<file path="src/port_one_pkg.sv">
package port_one_pkg;

    // ------------------------------------------------------------
    // Register map (word aligned byte addresses)
    // ------------------------------------------------------------
    localparam int REG_W = 8;
    localparam int MIN_ADDR_W = 4;
    localparam logic [3:0] FSEL_OFFSET = 4'h0;
    localparam logic [3:0] DIR_OFFSET = 4'h4;
    localparam logic [3:0] DATA_OFFSET = 4'h8;
    localparam logic [3:0] PULL_OFFSET = 4'hc;

    // ------------------------------------------------------------
    // Function-select field positions
    // ------------------------------------------------------------
    localparam int FSEL_LINE7_BIT = 7;
    localparam int FSEL_LINE6_BIT = 6;
    localparam int FSEL_LINE5_BIT = 5;
    localparam int FSEL_LINE4_BIT = 4;
    localparam int FSEL_SERIAL2_BIT = 3;
    localparam int FSEL_LINE1_BIT = 2;
    localparam int FSEL_SERIAL1_BIT = 1;
    localparam int FSEL_LINE0_BIT = 0;
    localparam int RESERVED_LINE = 3;

    // ------------------------------------------------------------
    // Reset values and masks
    // ------------------------------------------------------------
    localparam logic [7:0] FSEL_RESET = 8'h00;
    localparam logic [7:0] DIR_RESET = 8'h00;
    localparam logic [7:0] DATA_RESET = 8'h00;
    localparam logic [7:0] PULL_RESET = 8'h00;
    localparam logic [7:0] RESERVED_MASK = 8'h08;
    localparam logic [7:0] LINE_MASK = 8'hf7;
    localparam logic [7:0] ALT_IN_MASK = 8'hf0;
    localparam logic [7:0] ALT_OUT_MASK = 8'h03;
    localparam logic ALT_IN_IDLE = 1'b1;

    // ------------------------------------------------------------
    // Bus answers and states
    // ------------------------------------------------------------
    localparam logic [1:0] RESP_OKAY = 2'b00;
    localparam logic [1:0] RESP_SLVERR = 2'b10;

    typedef enum logic [0:0] {WR_COLLECT, WR_RESPOND} wr_state_type;
    typedef enum logic [0:0] {RD_IDLE, RD_RESPOND} rd_state_type;

endpackage

</file>
<file path="src/port_line_drive.sv">
`timescale 1ns/1ns
module port_line_drive
    import port_one_pkg::*;
#(
    parameter int WIDTH = 8
)(
    input wire logic mclk,
    input wire logic rst,
    input wire logic ce,
    input wire logic [WIDTH-1:0] lineAlt,
    input wire logic [WIDTH-1:0] lineDir,
    input wire logic [WIDTH-1:0] lineData,
    input wire logic [WIDTH-1:0] linePull,
    input wire logic [WIDTH-1:0] altOut,
    output logic [WIDTH-1:0] pinOut,
    output logic [WIDTH-1:0] pinOe,
    output logic [WIDTH-1:0] pinPullUp
);

    typedef struct packed {
        logic [WIDTH-1:0] out;
        logic [WIDTH-1:0] oe;
        logic [WIDTH-1:0] pull;
    } drive_type;

    drive_type s;
    drive_type next_s;

    if (WIDTH != REG_W) begin : g_check
        $error("port_line_drive serves exactly eight lines");
    end

    always_comb begin
        next_s = s;
        for (int i = 0; i < WIDTH; i++) begin
            if (lineAlt[i] && ALT_OUT_MASK[i]) begin
                next_s.oe[i] = 1'b1;
                next_s.out[i] = altOut[i];
            end else if (lineAlt[i]) begin
                next_s.oe[i] = 1'b0;
                next_s.out[i] = 1'b0;
            end else begin
                next_s.oe[i] = lineDir[i];
                next_s.out[i] = lineData[i];
            end
            // Pull-up only ever on a line that is not driven
            next_s.pull[i] = linePull[i] && !next_s.oe[i];
        end
        // Reserved position has no pad behind it
        next_s.out[RESERVED_LINE] = 1'b0;
        next_s.oe[RESERVED_LINE] = 1'b0;
        next_s.pull[RESERVED_LINE] = 1'b0;
    end

    always_ff @(posedge mclk) begin
        if (rst) begin
            s <= '0;
        end else if (ce) begin
            s <= next_s;
        end
    end

    assign pinOut = s.out;
    assign pinOe = s.oe;
    assign pinPullUp = s.pull;

endmodule

</file>
<file path="src/alt_input_route.sv">
`timescale 1ns/1ns
module alt_input_route
    import port_one_pkg::*;
(
    input wire logic mclk,
    input wire logic rst,
    input wire logic ce,
    input wire logic [7:0] lineAlt,
    input wire logic [7:0] pinIn,
    output logic [3:0] extInterrupt,
    output logic timerTriggerInput,
    output logic timerEventInput
);

    typedef struct packed {
        logic [3:0] irq;
        logic trig;
        logic evt;
    } route_type;

    route_type s;
    route_type next_s;

    function automatic logic pass(input logic sel, input logic lvl);
        pass = sel ? lvl : ALT_IN_IDLE;
    endfunction

    always_comb begin
        next_s.irq[3] = pass(lineAlt[FSEL_LINE7_BIT], pinIn[7]);
        next_s.trig = pass(lineAlt[FSEL_LINE7_BIT], pinIn[7]);
        next_s.irq[2] = pass(lineAlt[FSEL_LINE6_BIT], pinIn[6]);
        next_s.irq[1] = pass(lineAlt[FSEL_LINE5_BIT], pinIn[5]);
        next_s.evt = pass(lineAlt[FSEL_LINE5_BIT], pinIn[5]);
        next_s.irq[0] = pass(lineAlt[FSEL_LINE4_BIT], pinIn[4]);
    end

    always_ff @(posedge mclk) begin
        if (rst) begin
            s <= '1;
        end else if (ce) begin
            s <= next_s;
        end
    end

    assign extInterrupt = s.irq;
    assign timerTriggerInput = s.trig;
    assign timerEventInput = s.evt;

endmodule

</file>
<file path="src/port_one_gpio_mux.sv">
// Chosen here: the register offsets and the AXI4-Lite interface to the registers.
`timescale 1ns/1ns
module port_one_gpio_mux
    import port_one_pkg::*;
#(
    parameter int ADDR_W = 4
)(
    input wire logic mclk,
    input wire logic rst,
    input wire logic ce,
    // AXI4-Lite slave
    input wire logic [ADDR_W-1:0] s_axi_awaddr,
    input wire logic s_axi_awvalid,
    output logic s_axi_awready,
    input wire logic [31:0] s_axi_wdata,
    input wire logic [3:0] s_axi_wstrb,
    input wire logic s_axi_wvalid,
    output logic s_axi_wready,
    output logic [1:0] s_axi_bresp,
    output logic s_axi_bvalid,
    input wire logic s_axi_bready,
    input wire logic [ADDR_W-1:0] s_axi_araddr,
    input wire logic s_axi_arvalid,
    output logic s_axi_arready,
    output logic [31:0] s_axi_rdata,
    output logic [1:0] s_axi_rresp,
    output logic s_axi_rvalid,
    input wire logic s_axi_rready,
    // Port one pads
    input wire logic [7:0] portOneIn,
    output logic [7:0] portOneOut,
    output logic [7:0] portOneOe,
    output logic [7:0] portOnePullUp,
    // Port two line 2 and port seven line 2 pads
    input wire logic portTwoLine2GpioOut,
    input wire logic portTwoLine2GpioOe,
    output logic portTwoLine2Out,
    output logic portTwoLine2Oe,
    input wire logic portSevenLine2GpioOut,
    input wire logic portSevenLine2GpioOe,
    output logic portSevenLine2Out,
    output logic portSevenLine2Oe,
    // Peripheral side
    input wire logic pwmOutput,
    input wire logic clockDividerOutput,
    input wire logic firstSerialTx,
    input wire logic secondSerialTx,
    output logic [3:0] extInterrupt,
    output logic timerTriggerInput,
    output logic timerEventInput,
    output logic [7:0] functionSelect
);

    // ------------------------------------------------------------
    // State
    // ------------------------------------------------------------
    typedef struct packed {
        wr_state_type wrState;
        rd_state_type rdState;
        logic awready;
        logic wready;
        logic awHeld;
        logic wHeld;
        logic [ADDR_W-1:0] awAddr;
        logic [7:0] wByte;
        logic wLane;
        logic bvalid;
        logic [1:0] bresp;
        logic arready;
        logic rvalid;
        logic [31:0] rdata;
        logic [1:0] rresp;
        logic [7:0] fsel;
        logic [7:0] dir;
        logic [7:0] data;
        logic [7:0] pull;
        logic p22Out;
        logic p22Oe;
        logic p72Out;
        logic p72Oe;
    } state_type;

    localparam state_type STATE_RESET = '{
        wrState: WR_COLLECT,
        rdState: RD_IDLE,
        awready: 1'b1,
        wready: 1'b1,
        awHeld: 1'b0,
        wHeld: 1'b0,
        awAddr: '0,
        wByte: 8'h00,
        wLane: 1'b0,
        bvalid: 1'b0,
        bresp: RESP_OKAY,
        arready: 1'b1,
        rvalid: 1'b0,
        rdata: 32'h00000000,
        rresp: RESP_OKAY,
        fsel: FSEL_RESET,
        dir: DIR_RESET,
        data: DATA_RESET,
        pull: PULL_RESET,
        p22Out: 1'b0,
        p22Oe: 1'b0,
        p72Out: 1'b0,
        p72Oe: 1'b0
    };

    state_type s;
    state_type next_s;

    if (ADDR_W < MIN_ADDR_W || ADDR_W > 32) begin : g_check
        $error("ADDR_W must lie between 4 and 32");
    end

    // ------------------------------------------------------------
    // Address decode and readback helpers
    // ------------------------------------------------------------
    // Only the four word slots at the bottom answer; any higher
    // address bit or a misaligned address is refused.
    function automatic logic mapped(input logic [ADDR_W-1:0] a);
        logic [ADDR_W-1:0] hi;
        hi = a >> MIN_ADDR_W;
        mapped = (hi == '0) && (a[1:0] == 2'b00);
    endfunction

    function automatic logic [3:0] slot(input logic [ADDR_W-1:0] a);
        slot = a[3:0];
    endfunction

    function automatic logic [7:0] portReadback(
        input logic [7:0] dir,
        input logic [7:0] data,
        input logic [7:0] pins
    );
        logic [7:0] v;
        v = (dir & data)
            | (~dir & pins);
        portReadback = v | RESERVED_MASK;
    endfunction

    function automatic logic [7:0] readValue(
        input state_type st,
        input logic [ADDR_W-1:0] a,
        input logic [7:0] pins
    );
        readValue = 8'h00;
        case (slot(a))
            FSEL_OFFSET: readValue = st.fsel;
            DIR_OFFSET: readValue = 8'h00;
            DATA_OFFSET: readValue = portReadback(st.dir, st.data, pins);
            PULL_OFFSET: readValue = st.pull | RESERVED_MASK;
            default: readValue = 8'h00;
        endcase
    endfunction

    // ------------------------------------------------------------
    // Next state
    // ------------------------------------------------------------
    always_comb begin
        next_s = s;

        // Address and data are caught separately, in either order
        if (s.awready && s_axi_awvalid) begin
            next_s.awHeld = 1'b1;
            next_s.awAddr = s_axi_awaddr;
            next_s.awready = 1'b0;
        end
        if (s.wready && s_axi_wvalid) begin
            next_s.wHeld = 1'b1;
            next_s.wByte = s_axi_wdata[7:0];
            next_s.wLane = s_axi_wstrb[0];
            next_s.wready = 1'b0;
        end

        case (s.wrState)
            WR_COLLECT: begin
                if (s.awHeld && s.wHeld) begin
                    next_s.awHeld = 1'b0;
                    next_s.wHeld = 1'b0;
                    next_s.bvalid = 1'b1;
                    next_s.wrState = WR_RESPOND;
                    if (!mapped(s.awAddr)) begin
                        next_s.bresp = RESP_SLVERR;
                    end else begin
                        next_s.bresp = RESP_OKAY;
                        // Upper lanes carry nothing, so only lane 0 counts
                        if (s.wLane) begin
                            case (slot(s.awAddr))
                                FSEL_OFFSET: begin
                                    next_s.fsel = s.wByte;
                                end
                                DIR_OFFSET: begin
                                    next_s.dir = s.wByte & LINE_MASK;
                                end
                                DATA_OFFSET: begin
                                    next_s.data = s.wByte & LINE_MASK;
                                end
                                PULL_OFFSET: begin
                                    next_s.pull = s.wByte & LINE_MASK;
                                end
                                default: begin
                                    next_s.bresp = RESP_SLVERR;
                                end
                            endcase
                        end
                    end
                end
            end
            WR_RESPOND: begin
                if (s_axi_bready) begin
                    next_s.bvalid = 1'b0;
                    next_s.awready = 1'b1;
                    next_s.wready = 1'b1;
                    next_s.wrState = WR_COLLECT;
                end
            end
            default: begin
                next_s.wrState = WR_COLLECT;
            end
        endcase

        case (s.rdState)
            RD_IDLE: begin
                if (s_axi_arvalid) begin
                    // Pins are sampled in the cycle the address is taken
                    next_s.arready = 1'b0;
                    next_s.rvalid = 1'b1;
                    next_s.rdState = RD_RESPOND;
                    next_s.rdata = 32'h00000000;
                    if (mapped(s_axi_araddr)) begin
                        next_s.rdata[7:0] =
                            readValue(s, s_axi_araddr, portOneIn);
                        next_s.rresp = RESP_OKAY;
                    end else begin
                        next_s.rresp = RESP_SLVERR;
                    end
                end
            end
            RD_RESPOND: begin
                if (s_axi_rready) begin
                    next_s.rvalid = 1'b0;
                    next_s.arready = 1'b1;
                    next_s.rdState = RD_IDLE;
                end
            end
            default: begin
                next_s.rdState = RD_IDLE;
            end
        endcase

        // Shared lines of the other ports: the selected transmitter
        // takes the pad, otherwise that port's own logic keeps it
        if (s.fsel[FSEL_SERIAL1_BIT]) begin
            next_s.p22Out = firstSerialTx;
            next_s.p22Oe = 1'b1;
        end else begin
            next_s.p22Out = portTwoLine2GpioOut;
            next_s.p22Oe = portTwoLine2GpioOe;
        end
        if (s.fsel[FSEL_SERIAL2_BIT]) begin
            next_s.p72Out = secondSerialTx;
            next_s.p72Oe = 1'b1;
        end else begin
            next_s.p72Out = portSevenLine2GpioOut;
            next_s.p72Oe = portSevenLine2GpioOe;
        end
    end

    // ------------------------------------------------------------
    // State register
    // ------------------------------------------------------------
    always_ff @(posedge mclk) begin
        if (rst) begin
            s <= STATE_RESET;
        end else if (ce) begin
            s <= next_s;
        end
    end

    // ------------------------------------------------------------
    // Port one pad drive and alternate inputs
    // ------------------------------------------------------------
    logic [7:0] lineAlt;
    logic [7:0] altOut;

    // Select bits regrouped by the line they steer
    always_comb begin
        lineAlt = 8'h00;
        lineAlt[7] = s.fsel[FSEL_LINE7_BIT];
        lineAlt[6] = s.fsel[FSEL_LINE6_BIT];
        lineAlt[5] = s.fsel[FSEL_LINE5_BIT];
        lineAlt[4] = s.fsel[FSEL_LINE4_BIT];
        lineAlt[1] = s.fsel[FSEL_LINE1_BIT];
        lineAlt[0] = s.fsel[FSEL_LINE0_BIT];
        altOut = 8'h00;
        altOut[1] = pwmOutput;
        altOut[0] = clockDividerOutput;
    end

    port_line_drive #(
        .WIDTH(REG_W)
    ) u_drive (
        .mclk(mclk),
        .rst(rst),
        .ce(ce),
        .lineAlt(lineAlt),
        .lineDir(s.dir),
        .lineData(s.data),
        .linePull(s.pull),
        .altOut(altOut),
        .pinOut(portOneOut),
        .pinOe(portOneOe),
        .pinPullUp(portOnePullUp)
    );

    // Pad levels reach the peripherals one cycle late; cheap, and
    // keeps every output on a flip-flop
    alt_input_route u_route (
        .mclk(mclk),
        .rst(rst),
        .ce(ce),
        .lineAlt(lineAlt),
        .pinIn(portOneIn),
        .extInterrupt(extInterrupt),
        .timerTriggerInput(timerTriggerInput),
        .timerEventInput(timerEventInput)
    );

    // ------------------------------------------------------------
    // Outputs
    // ------------------------------------------------------------
    assign s_axi_awready = s.awready;
    assign s_axi_wready = s.wready;
    assign s_axi_bvalid = s.bvalid;
    assign s_axi_bresp = s.bresp;
    assign s_axi_arready = s.arready;
    assign s_axi_rvalid = s.rvalid;
    assign s_axi_rdata = s.rdata;
    assign s_axi_rresp = s.rresp;
    assign portTwoLine2Out = s.p22Out;
    assign portTwoLine2Oe = s.p22Oe;
    assign portSevenLine2Out = s.p72Out;
    assign portSevenLine2Oe = s.p72Oe;
    assign functionSelect = s.fsel;

endmodule

</file>
<file path="config.mk">
export PLATFORM = sky130hd
export DESIGN_NAME = port_one_gpio_mux
export DESIGN_NICKNAME = d
export VERILOG_FILES = /design/src/port_one_pkg.sv /design/src/port_line_drive.sv /design/src/alt_input_route.sv /design/src/port_one_gpio_mux.sv
export SDC_FILE = /design/constraint.sdc
export NUM_CORES = 1
export LEC_CHECK = 0
export BUFFER_PORTS_ARGS = -buffer_cell sky130_fd_sc_hd__buf_2
export CAP_MARGIN = 20
export CORE_MARGIN = 4
export CORE_UTILIZATION = 52
export CTS_BUF_LIST = sky130_fd_sc_hd__clkbuf_4 sky130_fd_sc_hd__clkbuf_8 sky130_fd_sc_hd__clkbuf_16
export DETAILED_ROUTE_END_ITERATION = 10
export GPL_ROUTABILITY_DRIVEN = 0
export HOLD_SLACK_MARGIN = 0.02
export PLACE_DENSITY = 0.86
export REMOVE_ABC_BUFFERS = 1
export SETUP_SLACK_MARGIN = 0.05
export SLEW_MARGIN = 20
export SYNTH_ARGS = -nofsm -noshare
export SYNTH_HDL_FRONTEND = slang
export SYNTH_HIERARCHICAL = 1
export SYNTH_SLANG_ARGS = --single-unit
</file>
<file path="constraint.sdc">
create_clock -name mclk -period 2 [get_ports mclk]
set_input_delay 0.3 -clock mclk [delete_from_list [all_inputs] [get_ports mclk]]
set_output_delay 0.3 -clock mclk [all_outputs]
set_load 0.005 [all_outputs]
</file>
### Word level (Yosys, flattened, before mapping)

Cells that the tools add are included.
Widths: inputs -> output; s select.

| word-level totals | value |
|---|---|
| bits in registers | 94 |
| latch bits | 0 |
| bits in writable memories | 0 |
| bits in read-only memories | 0 |
| bits of input ports | 68 |
| memories | 0 |

| cells by class | value |
|---|---|
| add/sub/neg operators | 0 |
| multiply operators | 0 |
| div/mod/pow operators | 0 |
| $lt $le $gt $ge | 0 |
| equal/unequal tests | 9 |
| shift operators | 0 |
| mux-type cells | 44 |
| bitwise gates (word level) | 6 |
| reduce and logical (&&, ||, !) cells | 32 |

Operators by type and width:

| operator | number |
|---|---|
| $mux 36 | 1 |
| $mux 1 | 25 |
| $pmux 8 s3 | 1 |
| $reduce_and 6->1 | 4 |
| $mux 2 | 11 |
| $and 8x8->8 | 2 |
| $eq 4x4->1 const B | 4 |
| $reduce_and 3->1 | 4 |
| $logic_and 1x1->1 | 10 |
| $logic_not 4->1 | 2 |
| $mux 8 | 1 |
| $ne 2x2->1 const B | 4 |
| $not 8->8 | 1 |
| $or 8x8->8 | 1 |
| $logic_not 1->1 | 7 |
| $pmux 1 s2 | 3 |
| $eq 4x3->1 const B | 1 |
| $logic_not 2->1 | 2 |
| $pmux 2 s2 | 1 |
| $reduce_and 2->1 | 2 |
| $reduce_or 4->1 | 1 |
| $mux 3 | 1 |
| $not 1->1 | 2 |

### Depth between registers and ports, before layout

Gate-level depths: netlist (run 1).

| logic depth | value |
|---|---|
| word-level depth | 7 |
| depth in mapped cells | 5 |
| mapped depth without buffers | 3 |

### Cells and area by module

The synthesis (run 1) kept the hierarchy.

Modules (own cells, without submodules):

| module | times used | cells each | area each (sq um) | seq. area each (sq um) |
|---|---|---|---|---|
| port_one_gpio_mux | 1 | 329 | 3,126.7 | 1,301.2 |
| port_line_drive | 1 | 99 | 919.6 | 420.4 |
| alt_input_route | 1 | 18 | 170.2 | 80.1 |

### Worst setup path after synthesis (run 1)

Ideal clock, no wire load.

| timing path | value |
|---|---|
| path type | register to register |
| from | register s[75] (netlist name) |
| to | register s[21] (netlist name) |
| library setup time | 0.072 ns |
| data arrival time | 1.184 ns |
| slack | 0.744 ns |
| stages on the path, launching flop included | 5 |
| period minus slack after synthesis | 1.256 ns |
| path through | dfxtp_1 -> nor2b_1 -> and3_1 -> buf_4 -> mux2i_1 |

| on the way | value |
|---|---|
| word-level cells in the longest chain between the ends | 1 |

Ends and longest elaborated chain:

| element | line | RTL |
|---|---|---|
| start, declared | port_one_gpio_mux.sv:109 | `state_type s;` |
| start signal, assigned | port_one_gpio_mux.sv:277 | `s <= next_s;` |
| $reduce_and 6->1 (no line) | n/a |  |

Every way passes these cells.
A chain may end at the register's enable or synchronous reset.

### Worst setup path after layout (run 1)

| timing path | value |
|---|---|
| from | register s[93] (netlist name) |
| to | register s[22] (netlist name) |

| on the way | value |
|---|---|
| word-level cells in the longest chain between the ends | 2 |

Ends and longest elaborated chain:

| element |
|---|
| $not 1->1 (no line) |
| $reduce_and 6->1 (no line) |

Every way passes these cells.

==> flow_metrics.py, run 1 <==
metrics = {
    "status": {
        "status": "finished clean",
    },
    "sta": {
        "fin_worst_skew_ns": 0.0117,
        "fin_ws_ns": 0.415,
        "fin_tns_setup_ns": 0,
        "relSlewSlack_pct": 60.7,
        "fin_crit_ns": 1.58,
        "fmax_ghz": 0.631,
        "worst_pin_slew_ns": 0.585,
        "setup_viol": 0,
        "slew_violations": 0,
        "final_hold_viol_count": 0,
        "rsz0062_at_grt": "no",
        "fin_crit_sh_pct": 79.2,
    },
    "route": {
        "drt_iter0_drc": 141,
        "avgRoutedWirePerCell_um": 14.7,
        "drc": 0,
        "vias_per_cell": 5.22,
        "ant_nets": 0,
        "drt_wl_total_mm": 9.21,
        "first_pass_iters": 4,
        "vias": 3261,
    },
    "place": {
        "dpl.hpwl_mm": 6.49,
        "pre_cts_ws_ns": 0.285,
        "port_buffers": 93,
    },
    "clock_network": {
        "clk_pin_slew_ns": 0.08,
        "post-cts-setup-buffer-count": 0,
        "cts_resized": 0,
        "cts_tree": "yes",
        "numCtsBuffers": 9,
        "clkSinkCount": 90,
        "cts.hold.buffers_added": 0,
        "clockBufferDepth": 2,
        "root_buffer": "clkbuf_8",
        "clk_latency_ns": 0.35,
        "htree_levels": 3,
    },
    "die": {
        "fp.dieH_um": 98.1,
        "rows": 32,
        "dieArea_um2": 9610,
        "start_util_pct": 54.0,
        "num_io_pins": 151,
        "core_area_um2": 7810,
        "fp.dieW_um": 98.1,
    },
    "critical_path": {
        "crit_slowest_cell": "and4b_1",
        "reg2reg_depth": 3,
        "crit_arrival_ns": 1.86,
        "worstPathRequired_ns": 2.28,
        "path_class": "register to register",
        "max_stage_delay_ns": 0.48,
        "crit_path_start_kind": "register",
        "path_max_fanout": 7,
        "critPathCaptureType": "register",
        "path_cells": "and4b_1 -> and3_1 -> mux2i_1",
    },
    "synth": {
        "synth_top_cell_by_area": "dfxtp_1",
        "synth_top_flop_cell": "dfxtp_1",
        "avgSynthCellArea_um2": 9.45,
        "synth_edf_count": 0,
        "yosysMostFrequentCell": "dfxtp_1",
        "netlist_instances": 446,
        "synth_area_leaders": "dfxtp_1 (43%), buf_4 (8.9%), nand2b_1 (8.9%)",
        "yosysTopAreaCellShare_pct": 42.7,
        "synth_area_um2": 4220,
        "synth_common_cells": "dfxtp_1 (90), nand2b_1 (60), buf_4 (50)",
        "synth_seq_cells": 90,
        "yosysSeqAreaShare_pct": 42.7,
        "yosysWarnings": 6,
        "synth.distinct_cells": 37,
        "async_reset_ff_share_pct": 0,
    },
    "cells_and_area": {
        "fin_nets": 586,
        "drive_gt1_share_pct": 26.0,
        "syn2layout_area_growth_pct": 12.4,
        "fillCellCount": 719,
        "diodes": 0,
    },
    "min_path": {
        "holdPathStages": 3,
        "min_path_type": "input port to register",
    },
    "global_route": {
        "grt_overflow": 0,
        "antenna_found_initial": 0,
        "grt_use_total_pct": 18.9,
        "grt_pass1_vias": 3083,
        "grt_max_degree": 102,
        "grt_pass1_wl_mm": 14.7,
    },
    "power_and_ir_drop": {
        "vdd_drop_max_v": 0.000392,
        "p_leak_nw": 2.03,
        "power_density_nw_per_um2": 756,
    },
    "flow_run": {
        "maxCapViolCount": 0,
    },
}
## worst max-delay path: cells and delay by family (launching register included)
family / cells / cell delay, ns
flops: 1 / 0.34
simple gates: 2 / 0.94
mux: 1 / 0.24
## layout by cell type, fill, tap and decap left out, types with 2 or more instances in the layout
cell type,instances
conb_1,32
nand2_1,42
nor2_1,29
clkbuf_8,9
buf_2,93
clkinv_2,3
mux2_2,7
nand2b_1,60
bufinv_16,3
nand3_1,12
a31oi_1,2
a221oi_1,6
and3_1,3
a211oi_1,6
nand3b_1,11
buf_4,6
nor4bb_1,4
nor2b_1,2
a211oi_2,4
dfxtp_1,90
a21oi_1,33
mux2i_1,37
a222oi_1,7
nor3_1,6
## through the flow
stage	area (um2)	utilization (%)	hold WS (ns)	power [W]	cells
global placement	4500	57.7	0.442	0.00216	609
global route	4740	60.7	0.181	0.00372	625
CTS	4740	60.7	0.162	0.00361	625
finish	4740	60.7	0.180	0.00358	625
detailed placement	4500	57.7	0.449	0.00217	609
floorplan	3840	-	0.365	0.00202	407
## cell type report
class	count	area [um2]	share of cell area, %
Tap cell	102	128	2.69
Clock buffer	10	131	2.77
Multi-Input combinational cell	317	2040	43.1
Sequential cell	90	1800	38.0
Clock inverter	6	105	2.22
Timing Repair Buffer	100	531	11.2
## layer usage
layer,GRT usage [%],vias to the layer above,wire [um]
met4,6.82,0,129
met2,31.9,112,4480
met5,0,-,0
li1,-,1616,-
met1,22.9,1521,3890
met3,5.36,12,710
## power by group
| group | switching [W] | internal, W | total [W] |
|---|---|---|---|
| Clock | 0.000614 | 0.000838 | 0.00145 |
| Sequential | 0.0000247 | 0.00183 | 0.00185 |
| Combinational | 0.000160 | 0.000118 | 0.000278 |
## final timing paths
kind	start	to	slack [ns]
worst max register to register	s[93]	s[22]	0.42
worst min-delay path	s_axi_awaddr[1]	s[85]	0.18
worst max-delay path	s[93]	s[22]	0.42
worst min register to register	s[78]	s[78]	0.46
## kinds of logic after synthesis
kind of cell	count (synthesis)	synth area share, %
AOI/OAI and AO/OA	62	10.3
muxes	44	10.7
other	2	0.178
buffers and inverters	69	11.5
DFF	90	42.7
and+or+nand+nor	179	24.7
## state kept, by name (all words and copies together) (netlist names), 4 cells and up
| register | flops |
|---|---|
| s | 38 |
| u_drive/pinOe | 7 |
| u_route/extInterrupt | 4 |
| s_axi_rdata | 8 |
| functionSelect | 8 |
| u_drive/pinOut | 7 |
| u_drive/pinPullUp | 7 |
Power figures use the tool's default switching activity.
==> run 2, diff against run 1 <==
- CORE_UTILIZATION: 52 -> 50
- PLACE_DENSITY: 0.86 -> 0.83
- clock period: 2 -> 1.5 ns (I/O delays scaled with it)
==> run 2 against run 1 <==
Against the previous run:
- non-clock buffer count grew 11
- sequential share of layout area shrank 0.58 points
- combinational power grew 40%
- count of clock-buffer cells in the layout grew 1
- register-to-register slack lost 0.31 ns
- first-iteration DRC count grew 18%
- die area grew 3.7%
- critical endpoint is now s[21]
- sequential cell count is the same
- clock skew shrank 0.0030 ns
- hold slack lost 0.080 ns
- clock power grew 13%
==> flow_metrics.py, run 2 (synthesis results as in run 1) <==
metrics = {
    "global_route": {
        "grt_pass1_wl_mm": 15.2,
        "grt_overflow": 0,
        "grt_max_degree": 51,
        "grt_pass1_vias": 3155,
        "grt_use_total_pct": 19.0,
        "antenna_found_initial": 0,
    },
    "sta": {
        "fin_tns_setup_ns": 0,
        "fin_crit_ns": 1.40,
        "fin_crit_sh_pct": 93.0,
        "rsz0062_at_grt": "yes",
        "fin_worst_skew_ns": 0.00876,
        "slew_violations": 0,
        "setup_viol": 0,
        "whs_ns": 0.100,
        "fmax_ghz": 0.717,
        "final_hold_viol_count": 0,
    },
    "route": {
        "drc": 0,
        "ant_nets": 0,
        "first_pass_iters": 5,
        "vias_per_cell": 5.22,
        "vias": 3334,
        "drt_wl_total_mm": 9.50,
        "avgRoutedWirePerCell_um": 14.9,
        "drt_iter0_drc": 167,
    },
    "power_and_ir_drop": {
        "vdd_drop_max_v": 0.000439,
        "p_leak_nw": 2.07,
        "power_density_nw_per_um2": 935,
    },
    "cells_and_area": {
        "fin_area_um2": 4810,
        "top_register": "s",
        "drive_gt1_share_pct": 27.9,
        "final_common_cell": "buf_2",
        "fin_nets": 597,
        "syn2layout_area_growth_pct": 14.2,
        "diodes": 0,
        "layout_common_cells": "buf_2 (93), dfxtp_1 (90), nand2b_1 (60), nand2_1 (42), mux2i_1 (37)",
        "largest_register_ff_count": 38,
        "finalNonFillerCells": 639,
    },
    "place": {
        "port_buffers": 93,
        "dp_cells": 623,
        "dpl_cell_area_um2": 4600,
        "dpl.hpwl_mm": 6.93,
    },
    "clock_network": {
        "clkSinkCount": 90,
        "clk_latency_ns": 0.36,
        "cts_tree": "yes",
        "root_buffer": "clkbuf_8",
        "post-cts-setup-buffer-count": 0,
        "numCtsBuffers": 9,
        "htree_levels": 3,
        "clk_pin_slew_ns": 0.09,
        "cts.hold.buffers_added": 0,
        "clockBufferDepth": 2,
    },
    "critical_path": {
        "critPathCaptureType": "register",
        "crit_path_start_kind": "register",
        "worstPathRequired_ns": 1.78,
        "crit_arrival_ns": 1.68,
        "path_max_fanout": 7,
        "path_class": "register to register",
    },
    "die": {
        "fp.dieH_um": 99.8,
        "fp.dieW_um": 99.8,
        "start_util_pct": 51.3,
        "rows": 33,
        "dieArea_um2": 9970,
        "core_area_um2": 8220,
        "num_io_pins": 151,
    },
    "min_path": {
        "min_path_type": "input port to register",
    },
    "flow_run": {
        "maxCapViolCount": 0,
    },
    "status": {
        "status": "finished clean",
    },
}
## run 2: final cells by class
cell class,instances,area [um2]
Multi-Input combinational cell,317,2060
Sequential cell,90,1800
Timing Repair Buffer,111,626
Tap cell,105,131
Clock buffer,11,139
Fill cell,735,3400
Clock inverter,5,55.1
## run 2: per-stage QoR
| stage | total power, W | worst slack, ns | utilization [%] |
|---|---|---|---|
| floorplan | 0.00269 | 0.0479 | - |
| global placement | 0.00289 | -0.0280 | 56.0 |
| detailed placement | 0.00291 | -0.0623 | 56.0 |
| CTS | 0.00452 | 0.0996 | 58.5 |
| global route | 0.00467 | 0.0557 | 58.6 |
| finish | 0.00450 | 0.104 | 58.6 |
## run 2: what timing repair did
action                                  4_1_cts  5_1_grt
pin swaps                                     0        2
endpoints found under the setup margin        9        5
cloned                                        0        0
gates resized for setup                       2        2
## run 2: power breakdown
group	switching [W]	internal [W]
clock	0.000842	0.000802
combinational	0.000219	0.000171
sequential	0.0000334	0.00243
## run 2: routing by layer
metal / vias to the layer above / global-route usage (%) / part of all wire (%)
met3: 16 / 4.93 / 7.8
met4: 0 / 5.67 / 1.7
met1: 1565 / 23.1 / 40
met5: - / 0 / 0
met2: 123 / 33.1 / 50
li1: 1630 / - / -
## run 2: critical path, stage by stage, from the launching register on
cell	delay [ns]
dfxtp_1	0.35
and4b_4	0.41
and3_1	0.23
buf_12	0.14
mux2i_1	0.19
## run 2: path summary, 6_finish.rpt
path                   startpoint  endpoint  slack (ns)  cells past startpoint
setup / recovery            s[93]     s[21]        0.10                      4
hold / removal    s_axi_awaddr[1]     s[85]         0.1                      3
setup reg to reg            s[93]     s[21]        0.10                      4
hold reg to reg             s[78]     s[78]        0.46                      2
